<file path="config.mk">
export PLATFORM = sky130hd
export DESIGN_NAME = serial_in_parallel_out_latch
export DESIGN_NICKNAME = d
export VERILOG_FILES = /design/src/rtl/sipo_latch_pkg.sv /design/src/rtl/pin_sync.sv /design/src/rtl/serial_in_parallel_out_latch.sv
export SDC_FILE = /design/constraint.sdc
export NUM_CORES = 1
export LEC_CHECK = 0
export CORE_MARGIN = 2
export CORE_UTILIZATION = 63
export CTS_CLUSTER_DIAMETER = 40
export CTS_CLUSTER_SIZE = 24
export DETAILED_ROUTE_END_ITERATION = 8
export DONT_BUFFER_PORTS = 1
export GPL_TIMING_DRIVEN = 0
export PLACE_DENSITY_LB_ADDON = 0.1
export SETUP_SLACK_MARGIN = 0.1
export SYNTH_ARGS = -nofsm -noshare
export SYNTH_HDL_FRONTEND = slang
export SYNTH_SLANG_ARGS = --single-unit
</file>
<file path="constraint.sdc">
create_clock -name clk_sys_i -period 1.9 [get_ports clk_sys_i]
set_input_delay 0.285 -clock clk_sys_i [delete_from_list [all_inputs] [get_ports clk_sys_i]]
set_output_delay 0.285 -clock clk_sys_i [all_outputs]
set_load 0.05 [all_outputs]
</file>
<file path="src/rtl/sipo_latch_pkg.sv">
/*
 Package for the serial-in parallel-out latch: widths, reset values and the
 carrier structs for the pin groups. Assumes nothing of its surroundings.
*/
package sipo_latch_pkg;

   localparam int STAGES = 8;
   localparam int SYNC_DEPTH = 2;
   localparam logic [7:0] STAGE_RESET = 8'h00;
   localparam logic [7:0] OUT_ENABLE_ON = 8'hFF;
   localparam logic [7:0] OUT_ENABLE_OFF = 8'h00;
   localparam logic PIN_RESET = 1'h0;
   localparam logic PIN_IDLE_HIGH = 1'h1;

   typedef logic [STAGES-1:0] stage_t;

   // Raw pin levels driven by the controller.
   typedef struct packed {
      logic serial_data_in;
      logic shift_clock;
      logic shift_clear_n;
      logic storage_clock;
      logic output_enable_n;
   } ctrl_pins_s;

   // Parallel outputs split into level and per-pin enable.
   typedef struct packed {
      stage_t parallel_outputs;
      stage_t parallel_oe;
   } par_pins_s;

endpackage

</file>
<file path="src/rtl/pin_sync.sv">
/*
 Two flip-flop synchroniser for one asynchronous pin, plus a registered copy
 of the synchronised level for edge detection. Assumes clk_sys_i is far faster
 than the pin toggles.
*/
`timescale 1ns/1ps
module pin_sync
   import sipo_latch_pkg::*;
#(
   parameter logic RESET_LEVEL = 1'h0
)
(
   input wire logic clk_sys_i,
   input wire logic rst_i,
   input wire logic pin_i,
   output logic level_o,
   output logic prev_o
);

   logic meta_reg;

   // The first stage feeds only the second one.
   always_ff @(posedge clk_sys_i or posedge rst_i)
   begin
      if (rst_i)
      begin
         meta_reg <= RESET_LEVEL;
         level_o <= RESET_LEVEL;
         prev_o <= RESET_LEVEL;
      end
      else
      begin
         meta_reg <= pin_i;
         level_o <= meta_reg;
         prev_o <= level_o;
      end
   end

endmodule

</file>
<file path="src/rtl/serial_in_parallel_out_latch.sv">
/*
 Serial-in parallel-out shift register with a storage register and
 tri-statable parallel outputs, all sampled on clk_sys_i. Assumes the
 controller's clocks and clear are slow against clk_sys_i (each pin level
 holds at least two system cycles) and that the bench resolves the
 three-state outputs from the enables.
*/
`timescale 1ns/1ps
module serial_in_parallel_out_latch
   import sipo_latch_pkg::*;
(
   input wire logic clk_sys_i,
   input wire logic rst_i,
   input wire ctrl_pins_s ctrl_i,
   output par_pins_s par_o,
   output logic cascade_serial_out_o
);

   ////////////////////////////////////////////////////////////////////////////
   localparam int PIN_COUNT = $bits(ctrl_pins_s);
   logic [PIN_COUNT-1:0] raw;
   logic [PIN_COUNT-1:0] lvl;
   logic [PIN_COUNT-1:0] prv;
   localparam logic [PIN_COUNT-1:0] SYNC_RESET = {PIN_RESET, PIN_RESET, PIN_IDLE_HIGH, PIN_RESET, PIN_IDLE_HIGH};

   assign raw = ctrl_i;

   genvar g;
   generate
      for (g = 0; g < PIN_COUNT; g++)
      begin : g_sync
         pin_sync #(.RESET_LEVEL(SYNC_RESET[g])) u_sync (
            .clk_sys_i(clk_sys_i),
            .rst_i(rst_i),
            .pin_i(raw[g]),
            .level_o(lvl[g]),
            .prev_o(prv[g])
         );
      end
   endgenerate

   ctrl_pins_s now_s;
   ctrl_pins_s old_s;
   assign now_s = lvl;
   assign old_s = prv;

   logic shift_rise;
   logic store_rise;
   assign shift_rise = now_s.shift_clock & ~old_s.shift_clock;
   assign store_rise = now_s.storage_clock & ~old_s.storage_clock;

   ////////////////////////////////////////////////////////////////////////////
   stage_t shift_reg;
   stage_t store_reg;

   always_ff @(posedge clk_sys_i or posedge rst_i)
   begin
      if (rst_i)
         shift_reg <= STAGE_RESET;
      else if (!now_s.shift_clear_n)
         shift_reg <= STAGE_RESET;
      else if (shift_rise)
         shift_reg <= {shift_reg[STAGES-2:0], now_s.serial_data_in};
   end

   always_ff @(posedge clk_sys_i or posedge rst_i)
   begin
      if (rst_i)
         store_reg <= STAGE_RESET;
      else if (store_rise)
         store_reg <= shift_reg;
   end

   ////////////////////////////////////////////////////////////////////////////
   // Storage register drives outputs.
   // Cascade from final stage.
   // Outputs lag the storage register by one cycle so they leave a flip-flop.
   always_ff @(posedge clk_sys_i or posedge rst_i)
   begin
      if (rst_i)
      begin
         par_o.parallel_outputs <= STAGE_RESET;
         par_o.parallel_oe <= OUT_ENABLE_OFF;
         cascade_serial_out_o <= PIN_RESET;
      end
      else
      begin
         par_o.parallel_outputs <= store_reg;
         par_o.parallel_oe <= now_s.output_enable_n ? OUT_ENABLE_OFF : OUT_ENABLE_ON;
         cascade_serial_out_o <= shift_reg[STAGES-1];
      end
   end
endmodule

</file>
## After elaboration in Yosys (flattened, before gate mapping)

Index checks and enable logic that the tools add are counted.
W data, S select, Z words.

| storage, ports and cells | value |
|---|---|
| bits in latches | 0 |
| RAM bits | 0 |
| memories kept | 0 |
| bits in registers | 45 |
| ROM bits | 0 |

| operators by class | value |
|---|---|
| bitwise logic cells | 4 |
| shift operators | 0 |
| order comparisons | 0 |
| mux-type cells | 3 |
| reductions and logical operators | 0 |
| div/mod/pow operators | 0 |
| equality and inequality tests | 1 |
| $add $sub $neg | 0 |
| $mul | 0 |

Operators by type and width:

| cell | count |
|---|---|
| $mux W8 | 3 |
| $and A1 B1 Y1 | 2 |
| $ne A2 B2 Y1 const B | 1 |
| $not A1 Y1 | 2 |

## Longest topological paths before layout

| logic depth | value |
|---|---|
| depth in word-level cells | 4 |
| gate-level depth with buffers | 3 |

## Hierarchy

From an unflattened synthesis, not the netlist that was laid out.

| unflattened totals | value |
|---|---|
| cells, all modules | 85 |
| area total of the unflattened synthesis | 1,373.8 um2 |

By module, submodules not included:

| module | cells each | area an instance (um2) | times used |
|---|---|---|---|
| serial_in_parallel_out_latch | 65 | 972.2 | 1 |
| pin_sync (g_sync[1].u_sync ...) | 4 | 78.8 | 3 |
| pin_sync (g_sync[0].u_sync ...) | 4 | 82.6 | 2 |

## Worst setup path after synthesis

No wires, ideal clock.

| path | value |
|---|---|
| path type | reg-to-output |
| start | register par_o[5] (netlist name) |
| end | output par_o[1] in the netlist's numbering |
| path slack | 0.619 ns |
| stages on the path, launching flop included | 2 |
| arrival | 0.996 ns |
| data required time | 1.615 ns |
| cells stage by stage | dfrtp_1 buf_4 |

RTL lines:

| element | line | RTL |
|---|---|---|
| to (decl) | serial_in_parallel_out_latch.sv:15 | `output par_pins_s par_o,` |

==> flow_summary.json <==
{
  "dr.pass1.iters": 2,
  "grt_antenna_before_repair": 0,
  "gp_congestion": 0.708,
  "async_flop_share_pct": 100,
  "track_usage_pct": 16.1,
  "synth_edf_count": 0,
  "dp_hpwl_um": 992,
  "avgSynthCellArea_um2": 16.6,
  "power.density_nw_per_um2": 992,
  "cts_tree": "yes",
  "design_area_um2": 1440,
  "worst-path-buf-inv": 1,
  "num_io_pins": 24,
  "status": "finished with violations",
  "leakagePower_nw": 0.747,
  "layout-drive-gt1-share_pct": 35.6,
  "synth.most_common_cell": "dfrtp_1",
  "dp_slack_ns": 0.427,
  "drc_errors": 0,
  "slowest_stage": "dfrtp_1",
  "rrSetupSlack_ns": 0.81,
  "clk_pin_slew_worst_paths_ns": 0.10,
  "core_area_um2": 1940,
  "violations": "negative hold slack",
  "io_buffer_count": 0,
  "yosys.area.top_type": "dfrtp_1",
  "viasPerCell": 4.96,
  "cp.depth": 1,
  "routed_wl_um": 1480,
  "yosysWarnings": 0,
  "synthFlopType": "dfrtp_1",
  "placed_cells": 104,
  "finalSetupViolCount": 0,
  "final_core_util_pct": 74.2,
  "grt_pass1_vias": 595,
  "rsz0062_at_grt": "no",
  "seq_area_frac_synth_pct": 74.8,
  "relSlewSlack_pct": 51.0,
  "max_cap_violations": 0,
  "cts_made_buffers": 5,
  "crit_path_max_incr_delay_ns": 0.75,
  "required_ns": 1.62,
  "crit_type": "register to primary output",
  "first_iter_violations": 5,
  "endpoint_kind": "primary output",
  "r2r-start": "g_sync[1].u_sync.prev_o",
  "nets": 96,
  "grt_max_degree": 39,
  "r2r_end": "store_reg[5]",
  "diodes": 0,
  "synthCells": 77,
  "worst_pin_slew_ns": 0.734,
  "reg2reg_depth": 2,
  "final.setup.worst_slack_ns": 0.229,
  "synth-seq-cells": 38,
  "hold_viol_final": 34,
  "post_cts.repair.setup_buffers": 0,
  "area_growth_pct": 12.7,
  "period_needed_ns": 1.67,
  "final_antenna_net_count": 0,
  "fin_crit_sh_pct": 87.9,
  "root_buffer": "clkbuf_4",
  "htreeDepth": 2,
  "grt.overflow.total": 0,
  "start_util_pct": 65.8,
  "vias": 580,
  "die_w_um": 49.0,
  "synth_top_area_share_pct": 66.6,
  "layout.cells.non_filler": 117,
  "skew_ns": 0.00366,
  "fp-row-count": 16,
  "largest_reg_flops": 9,
  "hp-class": "primary input to asynchronous set/reset pin",
  "die_y_um": 49.0,
  "cp_cell_sequence": "buf_4",
  "peakVddDrop_uv": 603,
  "grt_pass1_wl_um": 2770,
  "synth_commonest_cells": "dfrtp_1, nand2_1, buf_4, mux2i_1",
  "synth_cell_types": 12,
  "report.final.slew_viol_count": 0,
  "max_freq_mhz": 598,
  "clk_latency_ns": 0.32,
  "fin_tns_setup_ns": 0,
  "netlist_area_um2": 1280,
  "wl_per_cell_um": 12.6,
  "cts_buffer_depth": 2,
  "clock-sinks": 38,
  "nFillCells": 115,
  "synthTopCellsByArea": "dfrtp_1, dfstp_2, mux2i_1",
  "synth_nets": 84,
  "fp.dieArea_um2": 2400,
  "critPathLaunchType": "register",
  "cp_max_fo": 8,
  "critical-path-top-delay-family": "flip-flops",
  "place_area_um2": 1310,
  "worstPathArrival_ns": 1.39,
  "whs_ns": -0.0430
}
[cell usage in the layout (no fill, tap or decap)]
| cell | Yosys | routed |
|---|---|---|
| and2b_4 | 1 | 1 |
| mux2_2 | 4 | 4 |
| dlygate4sd3_1 | 0 | 5 |
| buf_4 | 8 | 8 |
| dfstp_2 | 4 | 4 |
| nand2b_1 | 1 | 1 |
| clkbuf_4 | 0 | 5 |
| inv_1 | 2 | 1 |
| inv_2 | 0 | 1 |
| mux2i_1 | 8 | 8 |
| nand2_1 | 9 | 9 |
| clkbuf_8 | 0 | 3 |
| dfrtp_1 | 34 | 34 |
| clkbuf_2 | 1 | 1 |
| nand2b_4 | 1 | 1 |
| mux2_4 | 4 | 4 |
[worst max-delay path by stage]
stage | startpoint | endpoint
6_report | par_o[5] | par_o[4]
5_1_grt | par_o[5] | par_o[1]
4_1_cts | par_o[5] | par_o[4]
3_5_place_dp | rst_i | g_sync[3].u_sync.prev_o
3_3_place_gp | rst_i | g_sync[3].u_sync.meta_reg
2_1_floorplan | par_o[5] | par_o[1]
[per-layer routing]
metal  GRT usage [%]  routed length, um  up-vias
li1                -                  -      264
met2            22.8                686       25
met4            8.57                 18        0
met1            21.7                674      288
met3            6.44                 98        3
met5               0                  0        -
[per-stage QoR]
stage          hold WS [ns]  total power [mW]
5_1_grt             0.00988              1.50
3_5_place_dp          0.290             0.954
4_1_cts               0.263              1.45
3_3_place_gp          0.290             0.951
2_1_floorplan         0.289             0.943
6_report            -0.0430              1.43
[final cells by class]
class | count | area [um^2] | share of cell area, %
timing repair buffer | 5 | 50.0 | 3.48
sequential | 38 | 956 | 66.4
inverter | 2 | 7.51 | 0.521
multi-input combinational | 28 | 249 | 17.3
buffer | 9 | 65.1 | 4.52
clock buffer | 8 | 78.8 | 5.47
tap | 27 | 33.8 | 2.35
[what timing repair did]
action | in CTS | in global routing
hold buffers | 5 | 0
hold endpoints to repair | 5 | 0
resized for setup | 0 | 0
[cell families after synthesis]
kind of cell,synth area share (%)
flops,74.8
mux,14.5
simple gates,5.00
buf+inv,5.68
[report_power, final]
| group | internal [mW] | total, mW | switching, mW |
|---|---|---|---|
| Combinational | 0.0309 | 0.0887 | 0.0578 |
| Clock | 0.253 | 0.485 | 0.232 |
| Sequential | 0.832 | 0.855 | 0.0233 |
(Power assumes the default switching activity.)
